`src/logic/sadc_params.svh`:
```
`ifndef SADC_PARAMS_SVH
`define SADC_PARAMS_SVH

// register offsets (printed addresses, low byte)
`define SADC_OFS_CSR 8'h70
`define SADC_OFS_DRH 8'h71
`define SADC_OFS_DRL 8'h72

// control/status field positions
`define SADC_CSR_DONE_BIT 7
`define SADC_CSR_FAST_BIT 6
`define SADC_CSR_ON_BIT 5
`define SADC_CSR_RSVD_BIT 4
`define SADC_CSR_CH_HI 3
`define SADC_CSR_CH_LO 0

// reset values
`define SADC_CSR_RESET 8'h00
`define SADC_DATA_RESET 10'h000

// timing: one sample slot plus ten bit decisions, in converter clocks
`define SADC_SAMPLE_CLKS 4'h1
`define SADC_BIT_COUNT 4'hA
// clocks a trial must stand before its comparison has crossed both sync stages
`define SADC_SETTLE_CLKS 4'h2

`endif

```
`src/logic/sadc_pkg.sv`:
```
package sadc_pkg;
    typedef enum logic [1:0] {
        SADC_IDLE = 2'b00,
        SADC_SAMPLE = 2'b01,
        SADC_CONVERT = 2'b10,
        SADC_STORE = 2'b11
    } sadc_state_t;
    typedef logic [9:0] sadc_result_t;
endpackage : sadc_pkg

```
`src/logic/sadc_clk_tick.sv`:
```
`timescale 1ns/1ps
// converter clock enable: every cycle when fast, every other cycle otherwise
module sadc_clk_tick
(
    // clock and reset
    input wire logic ref_clk,
    input wire logic reset,
    input wire logic clk_en,
    // control
    input wire logic run,
    input wire logic fast,
    // tick out
    output logic tick
);
    logic phase_r;
    logic phase_nxt;

    always_comb
    begin
        phase_nxt = run ? ~phase_r : 1'b0;
    end

    always_ff @(posedge ref_clk or posedge reset)
    begin
        if (reset)
            phase_r <= 1'b0;
        else if (clk_en)
            phase_r <= phase_nxt;
    end

    assign tick = clk_en & run & (fast | phase_r);
endmodule : sadc_clk_tick

```
`src/logic/sadc_ctrl.sv`:
```
// Function
// - conversion result is 10 bits, held in software-readable result registers
// - converts one of up to 16 inputs picked by the channel field
// - setting the on bit at bit 5 powers up and starts converting
// - conversions repeat back to back until the on bit is cleared
// - each completion loads result registers and sets done flag bit 7
// - reading the high result byte is the only way to clear done
// - input above high reference gives high FFh and low 03h, no overflow
// - input below low reference gives zero in both bytes
// - speed bit 6: converter clock half rate at 0, full rate at 1
// - control register read/write except done flag and reserved bit 4, which ignore writes
// - control register resets to 00h
// - clearing the on bit stops conversion and powers the converter down
// - cpu wait mode leaves converter operation unchanged
// - halt disables converter; software waits stabilisation time after wakeup
// - analog use of a pin does not stop it being read as logic
// - no interrupt; completion is learned only by polling done
// - channel value n in bits 3:0 selects analog input n
// - high byte holds bits 9:2, low byte bits 1:0, upper bits zero
`timescale 1ns/1ps
`include "sadc_params.svh"
module sadc_ctrl
#(
    parameter int CHANNELS = 16,
    parameter int ADDR_W = 8
)
(
    // clock, reset, enable
    input wire logic ref_clk,
    input wire logic reset,
    input wire logic clk_en,
    // register port
    input wire logic [ADDR_W-1:0] reg_addr,
    input wire logic [7:0] reg_wdata,
    input wire logic reg_wr,
    input wire logic reg_rd,
    output logic [7:0] reg_rdata,
    // power modes
    input wire logic cpu_wait,
    input wire logic cpu_halt,
    // analog front end
    output logic [3:0] analog_mux_select,
    output logic converter_power,
    output logic sample_hold,
    output logic [9:0] dac_trial,
    input wire logic comparator_above,
    // port pins shared with analog inputs
    input wire logic [CHANNELS-1:0] port_pin,
    output logic [CHANNELS-1:0] port_pin_level
);
    logic [CHANNELS-1:0] pin_meta_r;
    logic [CHANNELS-1:0] pin_sync_r;
    logic cmp_meta_r;
    logic cmp_sync_r;
    logic done_r;
    logic done_nxt;
    logic fast_r;
    logic fast_nxt;
    logic on_r;
    logic on_nxt;
    logic [3:0] chan_r;
    logic [3:0] chan_nxt;
    sadc_pkg::sadc_result_t result_r;
    sadc_pkg::sadc_result_t result_nxt;
    logic [7:0] rdata_r;
    logic [7:0] rdata_nxt;
    sadc_pkg::sadc_state_t state_r;
    sadc_pkg::sadc_state_t state_nxt;
    logic [3:0] slot_r;
    logic [3:0] slot_nxt;
    logic run;
    logic tick;
    logic sar_start;
    logic sar_step;
    logic sar_done;
    logic [9:0] sar_trial;
    logic csr_sel;
    logic drh_sel;
    logic drl_sel;
    logic finish;

    initial
    begin
        if (CHANNELS < 1 || CHANNELS > 16)
            $error("sadc_ctrl: CHANNELS must be 1 to 16");
        if (ADDR_W < 8)
            $error("sadc_ctrl: ADDR_W must be at least 8");
    end

    assign csr_sel = (reg_addr == ADDR_W'(`SADC_OFS_CSR));
    assign drh_sel = (reg_addr == ADDR_W'(`SADC_OFS_DRH));
    assign drl_sel = (reg_addr == ADDR_W'(`SADC_OFS_DRL));

    // halt powers the converter down; wait mode is not an input to run at all
    assign run = on_r & ~cpu_halt;

    // pins and comparator are asynchronous to ref_clk: two stages each
    genvar gi;
    generate
        for (gi = 0; gi < CHANNELS; gi++)
        begin : g_pin
            always_ff @(posedge ref_clk or posedge reset)
            begin
                if (reset)
                begin
                    pin_meta_r[gi] <= 1'b0;
                    pin_sync_r[gi] <= 1'b0;
                end
                else if (clk_en)
                begin
                    pin_meta_r[gi] <= port_pin[gi];
                    pin_sync_r[gi] <= pin_meta_r[gi];
                end
            end
        end
    endgenerate

    always_ff @(posedge ref_clk or posedge reset)
    begin
        if (reset)
        begin
            cmp_meta_r <= 1'b0;
            cmp_sync_r <= 1'b0;
        end
        else if (clk_en)
        begin
            cmp_meta_r <= comparator_above;
            cmp_sync_r <= cmp_meta_r;
        end
    end

    sadc_clk_tick u_tick
    (
        .ref_clk(ref_clk),
        .reset(reset),
        .clk_en(clk_en),
        .run(run),
        .fast(fast_r),
        .tick(tick)
    );

    sadc_sar #(.WIDTH(10)) u_sar
    (
        .ref_clk(ref_clk),
        .reset(reset),
        .clk_en(clk_en),
        .start(sar_start),
        .step(sar_step),
        .cmp_above(cmp_sync_r),
        .trial(sar_trial),
        .done(sar_done)
    );

    // conversion sequencer
    // the comparator is read two cycles late through its synchroniser, so each
    // decision waits two extra settle slots; the trade is speed for a clean crossing
    always_comb
    begin
        state_nxt = state_r;
        slot_nxt = slot_r;
        sar_start = 1'b0;
        sar_step = 1'b0;
        finish = 1'b0;
        if (!run)
        begin
            state_nxt = sadc_pkg::SADC_IDLE;
            slot_nxt = 4'h0;
        end
        else
        begin
            case (state_r)
                sadc_pkg::SADC_IDLE:
                begin
                    state_nxt = sadc_pkg::SADC_SAMPLE;
                    slot_nxt = 4'h0;
                end
                sadc_pkg::SADC_SAMPLE:
                begin
                    if (tick)
                    begin
                        if (slot_r + 4'h1 >= `SADC_SAMPLE_CLKS)
                        begin
                            state_nxt = sadc_pkg::SADC_CONVERT;
                            sar_start = 1'b1;
                            slot_nxt = 4'h0;
                        end
                        else
                            slot_nxt = slot_r + 4'h1;
                    end
                end
                sadc_pkg::SADC_CONVERT:
                begin
                    // a step on a stale comparison would decide on the previous trial
                    if (sar_done)
                        state_nxt = sadc_pkg::SADC_STORE;
                    else if (tick && slot_r >= `SADC_SETTLE_CLKS)
                    begin
                        sar_step = 1'b1;
                        slot_nxt = 4'h0;
                    end
                    else if (slot_r < `SADC_SETTLE_CLKS)
                        slot_nxt = slot_r + 4'h1;
                end
                sadc_pkg::SADC_STORE:
                begin
                    finish = 1'b1;
                    state_nxt = sadc_pkg::SADC_SAMPLE;
                    slot_nxt = 4'h0;
                end
                default:
                begin
                    state_nxt = sadc_pkg::SADC_IDLE;
                    slot_nxt = 4'h0;
                end
            endcase
        end
    end

    always_ff @(posedge ref_clk or posedge reset)
    begin
        if (reset)
        begin
            state_r <= sadc_pkg::SADC_IDLE;
            slot_r <= 4'h0;
        end
        else if (clk_en)
        begin
            state_r <= state_nxt;
            slot_r <= slot_nxt;
        end
    end

    // control/status and result registers
    always_comb
    begin
        fast_nxt = fast_r;
        on_nxt = on_r;
        chan_nxt = chan_r;
        done_nxt = done_r;
        result_nxt = result_r;
        if (reg_wr && csr_sel)
        begin
            // done flag and reserved bit are not writable
            fast_nxt = reg_wdata[`SADC_CSR_FAST_BIT];
            on_nxt = reg_wdata[`SADC_CSR_ON_BIT];
            chan_nxt = reg_wdata[`SADC_CSR_CH_HI:`SADC_CSR_CH_LO];
        end
        if (reg_rd && drh_sel)
            done_nxt = 1'b0;
        if (finish)
        begin
            // both bytes from one conversion; set beats a same-cycle clear
            result_nxt = sar_trial;
            done_nxt = 1'b1;
        end
    end

    always_ff @(posedge ref_clk or posedge reset)
    begin
        if (reset)
        begin
            fast_r <= 1'b0;
            on_r <= 1'b0;
            chan_r <= 4'h0;
            done_r <= 1'b0;
            result_r <= `SADC_DATA_RESET;
        end
        else if (clk_en)
        begin
            fast_r <= fast_nxt;
            on_r <= on_nxt;
            chan_r <= chan_nxt;
            done_r <= done_nxt;
            result_r <= result_nxt;
        end
    end

    // read data, one cycle after the strobe; unmapped addresses read zero
    always_comb
    begin
        rdata_nxt = 8'h00;
        if (reg_rd)
        begin
            if (csr_sel)
            begin
                rdata_nxt[`SADC_CSR_DONE_BIT] = done_r;
                rdata_nxt[`SADC_CSR_FAST_BIT] = fast_r;
                rdata_nxt[`SADC_CSR_ON_BIT] = on_r;
                rdata_nxt[`SADC_CSR_CH_HI:`SADC_CSR_CH_LO] = chan_r;
            end
            else if (drh_sel)
                rdata_nxt = result_r[9:2];
            else if (drl_sel)
                rdata_nxt = {6'h00, result_r[1:0]};
        end
    end

    always_ff @(posedge ref_clk or posedge reset)
    begin
        if (reset)
            rdata_r <= 8'h00;
        else if (clk_en)
            rdata_r <= rdata_nxt;
    end

    assign reg_rdata = rdata_r;
    assign analog_mux_select = chan_r;
    assign converter_power = run;
    assign sample_hold = (state_r == sadc_pkg::SADC_SAMPLE);
    assign dac_trial = sar_trial;
    assign port_pin_level = pin_sync_r;
endmodule : sadc_ctrl

```
`src/logic/sadc_sar.sv`:
```
`timescale 1ns/1ps
// successive approximation register: one trial bit per step pulse, msb first
module sadc_sar
#(
    parameter int WIDTH = 10
)
(
    // clock and reset
    input wire logic ref_clk,
    input wire logic reset,
    input wire logic clk_en,
    // control
    input wire logic start,
    input wire logic step,
    input wire logic cmp_above,
    // result
    output logic [WIDTH-1:0] trial,
    output logic done
);
    logic [WIDTH-1:0] trial_r;
    logic [WIDTH-1:0] trial_nxt;
    logic [WIDTH-1:0] mask_r;
    logic [WIDTH-1:0] mask_nxt;

    initial
    begin
        if (WIDTH < 2 || WIDTH > 16)
            $error("sadc_sar: WIDTH out of range");
    end

    // a bit is kept when the input is at or above the trial level, so inputs past
    // either reference saturate at all ones or all zeros
    always_comb
    begin
        trial_nxt = trial_r;
        mask_nxt = mask_r;
        if (start)
        begin
            mask_nxt = {1'b1, {(WIDTH-1){1'b0}}};
            trial_nxt = {1'b1, {(WIDTH-1){1'b0}}};
        end
        else if (step && mask_r != '0)
        begin
            mask_nxt = mask_r >> 1;
            trial_nxt = (cmp_above ? trial_r : (trial_r & ~mask_r)) | (mask_r >> 1);
        end
    end

    always_ff @(posedge ref_clk or posedge reset)
    begin
        if (reset)
        begin
            trial_r <= '0;
            mask_r <= '0;
        end
        else if (clk_en)
        begin
            trial_r <= trial_nxt;
            mask_r <= mask_nxt;
        end
    end

    assign trial = trial_r;
    assign done = (mask_r == '0);
endmodule : sadc_sar

```
`config.mk`:
```
export PLATFORM = sky130hd
export DESIGN_NAME = sadc_ctrl
export DESIGN_NICKNAME = d
export VERILOG_FILES = /design/src/logic/sadc_pkg.sv /design/src/logic/sadc_clk_tick.sv /design/src/logic/sadc_ctrl.sv /design/src/logic/sadc_sar.sv
export VERILOG_INCLUDE_DIRS = /design/src /design/src/logic
export SDC_FILE = /design/constraint.sdc
export NUM_CORES = 1
export LEC_CHECK = 0
export BUFFER_PORTS_ARGS = -buffer_cell sky130_fd_sc_hd__buf_2
export CORE_ASPECT_RATIO = 1.2
export CORE_MARGIN = 1
export CORE_UTILIZATION = 50
export CTS_BUF_LIST = sky130_fd_sc_hd__clkbuf_4 sky130_fd_sc_hd__clkbuf_8 sky130_fd_sc_hd__clkbuf_16
export CTS_CLUSTER_DIAMETER = 50
export DETAILED_ROUTE_END_ITERATION = 8
export GPL_TIMING_DRIVEN = 1
export PLACE_DENSITY = 0.85
export SYNTH_ARGS = -nofsm -noshare
export SYNTH_HDL_FRONTEND = slang
export SYNTH_SLANG_ARGS = --single-unit
```
`constraint.sdc`:
```
create_clock -name ref_clk -period 6.75 [get_ports ref_clk]
set_input_delay 0.3375 -clock ref_clk [delete_from_list [all_inputs] [get_ports ref_clk]]
set_output_delay 0.3375 -clock ref_clk [all_outputs]
set_load 0.01 [all_outputs]
```
==> flow_summary.rst <==
.. list-table::
   :header-rows: 1

   * - Metric
     - Value
   * - Count of cell types in the netlist
     - 45
   * - Max-slew headroom
     - 0.296
   * - Peak supply drop
     - 0.139 mV
   * - Post-Synthesis Cell Area
     - 3780 µm²
   * - Standby leakage power
     - 2.16 nW
   * - Crit path kind
     - flop to flop
   * - Standard cell core area
     - 7270 µm²
   * - Critical path data required time
     - 7000 ps
   * - Antenna violations before repair
     - 0
   * - First element of the critical path
     - u_sar.mask_r[4]$_DFFE_PP0P_
   * - Slowest library cell on the worst path
     - sky130_fd_sc_hd__nor4_2
   * - Critical path data arrival time
     - 2450 ps
   * - CTS tree
     - yes
   * - Buffer and inverter count on the worst path
     - 0
   * - Summed negative setup slack over all endpoints
     - 0 ps
   * - Met2 layer usage reported by global route
     - 0.342
   * - Initial detailed-routing violation count
     - 119
   * - Flip-flop cell with the highest count after synthesis
     - sky130_fd_sc_hd__dfrtp_1
   * - XOR/XNOR Fraction of Synth Area
     - 0
   * - Share of the clock period used by the worst path after layout
     - 0.326
   * - Per-instance average area after synthesis
     - 12.9 µm²
   * - Number of max-slew violations in the final report
     - 0
   * - 1st-pass router iterations
     - 4
   * - Number of buffers on the longest clock path
     - 2
   * - Worst hold path startpoint
     - reg_wdata[3]
   * - Area of the die
     - 7910 µm²
   * - Vias in the first global route
     - 2,682
   * - Number of placed instances, taps included
     - 451
   * - Simple-gate area share of the yosys netlist
     - 0.113
   * - Overflow left after global routing
     - 0
   * - Arithmetic-cell share of the synthesized area counting full adders, half adders and majority gates
     - 0.0199
   * - Buffers inserted during post-CTS setup optimization
     - 0
   * - Critical path capture point type
     - flop
   * - Root buf cell
     - sky130_fd_sc_hd__clkbuf_8
   * - Via count
     - 2,729
   * - Setup repair after global routing missed its margin
     - false
   * - Vert. Die Dim
     - 97.2 µm
   * - Combined area of the multi-input logic cells
     - 1530 µm²
   * - Hold Path Class
     - input pin to flop
   * - Clock edge transition at the registers on the reported setup and hold paths
     - 90 ps
   * - Final HPWL DP
     - 5380 µm
   * - Area of all sequential standard cells
     - 2150 µm²
   * - Number of setup violations in the final report
     - 0
   * - Startpoint Class
     - flop
   * - Minimum period implied by the final worst setup slack
     - 2200 ps
   * - Antenna viol nets, final
     - 0
   * - Reg2Reg Launch Point
     - u_sar.mask_r[4]$_DFFE_PP0P_
   * - H-tree Lvls
     - 3
   * - NumNets Final
     - 418
   * - Post-synth EDFFs
     - 0
   * - Max stage delay on crit path
     - 460 ps
   * - Multiplexer share of the synthesized area
     - 0.161
   * - Pin count of the biggest net entering global routing
     - 87
   * - Dominant combinational cell family by area after synthesis
     - multiplexers
   * - Clock net sink count
     - 86
   * - Critical path, cell by cell
     - nor4_2, a31oi_1, nor3b_1, mux2_2
   * - Top fanout value on the critical path
     - 12
   * - Outcome
     - complete, no violations
   * - Starting Density
     - 0.519
   * - Synth Instances
     - 293
   * - Top Usage Layer GRT
     - met2
   * - Final hold violations
     - 0
   * - Flop and latch count out of synthesis
     - 86
   * - Timing-limited maximum frequency
     - 454 MHz
   * - Routability congestion estimate
     - 0.800
   * - Drt via density
     - 5.84
   * - Sum of routed wire length over all layers
     - 7570 µm
   * - Wire length of the first global-routing pass
     - 12,600 µm
   * - Sequential cell area fraction in the yosys report
     - 0.570
   * - Max Clock Skew
     - 11.0 ps
   * - Met3 track utilization from global routing
     - 0.0432
   * - Layout cell share with drive strength beyond 1
     - 0.411
   * - Met1 capacity usage during global routing
     - 0.265
   * - Width of the die
     - 81.4 µm
   * - Number of non-filler instances in the completed layout
     - 467
   * - Maximum capacitance violations
     - 0
   * - Worst-Skew Late Latency
     - 360 ps
   * - IO buf count
     - 76
   * - Top-level port count
     - 80
   * - Share of the synthesized area in compound gates (AO/OA/AOI/OAI)
     - 0.111
   * - Total power divided by cell area
     - 228 nW/µm²
   * - Post-cts hold buffer count
     - 0
   * - WL/cell
     - 16.2 µm
   * - Layout overhead on the synthesized area
     - 17.8%
   * - Antenna Diode Count
     - 0
   * - # resized after CTS
     - 0
   * - Cell Rows
     - 34
   * - Number of nets produced by synthesis
     - 339
   * - Fill cell total of the finished layout
     - 572
   * - Synthesis warning total
     - 0
   * - Worst-margin pin slew
     - 1060 ps
   * - Total track usage
     - 0.209
   * - Number of remaining DRC errors
     - 0
   * - Clock buffer count from CTS
     - 9
   * - Async set-or-reset flop fraction in the synthesized netlist
     - 1.00
   * - Family of cells with the greatest summed delay on the critical path
     - simple AND/OR/NAND/NOR gates
## cell usage after synthesis, types with 2 or more instances
cell type | count | share of area
sky130_fd_sc_hd__dfrtp_1 | 86 | 0.57
sky130_fd_sc_hd__mux2_2 | 52 | 0.15
sky130_fd_sc_hd__nand3_1 | 23 | 0.030
sky130_fd_sc_hd__o21ai_0 | 15 | 0.020
sky130_fd_sc_hd__a21oi_1 | 12 | 0.016
sky130_fd_sc_hd__inv_1 | 11 | 0.011
sky130_fd_sc_hd__a32o_1 | 9 | 0.024
sky130_fd_sc_hd__nor2_1 | 8 | 0.0079
sky130_fd_sc_hd__and2_1 | 6 | 0.0099
sky130_fd_sc_hd__ha_1 | 6 | 0.020
sky130_fd_sc_hd__a221o_1 | 5 | 0.013
sky130_fd_sc_hd__nand2_1 | 5 | 0.0050
sky130_fd_sc_hd__buf_2 | 4 | 0.0053
sky130_fd_sc_hd__clkbuf_1 | 4 | 0.0040
sky130_fd_sc_hd__and3_1 | 3 | 0.0050
sky130_fd_sc_hd__and3b_1 | 3 | 0.0070
sky130_fd_sc_hd__and4_1 | 3 | 0.0070
sky130_fd_sc_hd__nand2b_1 | 3 | 0.0050
sky130_fd_sc_hd__nor4_2 | 3 | 0.0099
sky130_fd_sc_hd__a31oi_1 | 2 | 0.0033
sky130_fd_sc_hd__mux2_1 | 2 | 0.0060
sky130_fd_sc_hd__nor3b_1 | 2 | 0.0040
sky130_fd_sc_hd__o21a_1 | 2 | 0.0040
sky130_fd_sc_hd__o21ai_1 | 2 | 0.0026
sky130_fd_sc_hd__or4_1 | 2 | 0.0040
## power by group
group	total, mW	switching (mW)	internal [mW]
clock network	0.378	0.184	0.194
logic	0.0837	0.0406	0.0430
registers	0.555	0.0134	0.542
## final timing paths
| path | to | slack [ps] | cells past startpoint |
|---|---|---|---|
| max in group asynchronous | pin_meta_r[5]$_DFFE_PP0P_ | 5760 | 3 |
| worst min register to register | reg_rdata[2]$_DFFE_PP0P_ | 500 | 1 |
| worst min-delay path | analog_mux_select[3]$_DFFE_PP0P_ | 200 | 2 |
| worst max register to register | state_r[1]$_DFFE_PP0P_ | 4550 | 4 |
| min in group asynchronous | port_pin_level[8]$_DFFE_PP0P_ | 300 | 3 |
| worst max-delay path | state_r[1]$_DFFE_PP0P_ | 4550 | 4 |
## cells by family (layout without fill, tap and decap cells)
group | after synthesis | count (layout)
buf+inv | 22 | 106
compound gates | 57 | 57
simple gates | 68 | 68
fa+ha+maj | 6 | 6
flops | 86 | 86
mux | 54 | 54
## state kept, by name, summed over array words and instances (netlist names)
name / cells
fast_r: 1
on_r: 1
slot_r: 4
u_tick.phase_r: 1
analog_mux_select: 4
reg_rdata: 8
u_sar.trial: 10
cmp_sync_r: 1
pin_meta_r: 16
state_r: 2
done_r: 1
u_sar.mask_r: 10
cmp_meta_r: 1
port_pin_level: 16
result_r: 10
## final cells by class
type,count,area share
clock buffer,11,0.0340
timing repair buffer,78,0.0888
multi-input combinational,185,0.343
inverter,12,0.0110
sequential,86,0.483
tap,90,0.0253
clock inverter,5,0.0146
## routing by layer
| layer | share of wire | up-vias | wire [µm] |
|---|---|---|---|
| met1 | 0.42 | 1381 | 3170 |
| met5 | 0 | - | 0 |
| met2 | 0.50 | 85 | 3820 |
| met4 | 0.019 | 0 | 146 |
| li1 | - | 1251 | - |
| met3 | 0.057 | 12 | 433 |
## cells in the final DEF (no fill, tap or decap), drive strengths merged, types with 5 or more instances in the layout
cell type / count
nor4: 5
clkbuf: 11
a21oi: 12
mux2: 54
dfrtp: 86
inv: 12
nor2: 8
o21ai: 17
a221o: 5
buf: 78
nand2: 5
ha: 6
nand3: 23
a32o: 9
and2: 6
## stage by stage
stage | hold WS [ps] | utilization | power [mW] | area, µm² | setup WS (ps)
after floorplan | 451 | - | 0.613 | 3780 | 4190
after global placement | 467 | 0.582 | 0.645 | 4240 | 4510
after detailed placement | 486 | 0.582 | 0.651 | 4240 | 4470
after CTS | 197 | 0.612 | 1.03 | 4450 | 4550
after global routing | 198 | 0.612 | 1.06 | 4450 | 4420
final | 204 | 0.612 | 1.02 | 4450 | 4550
Note: power is estimated with default switching activity, not from simulation.
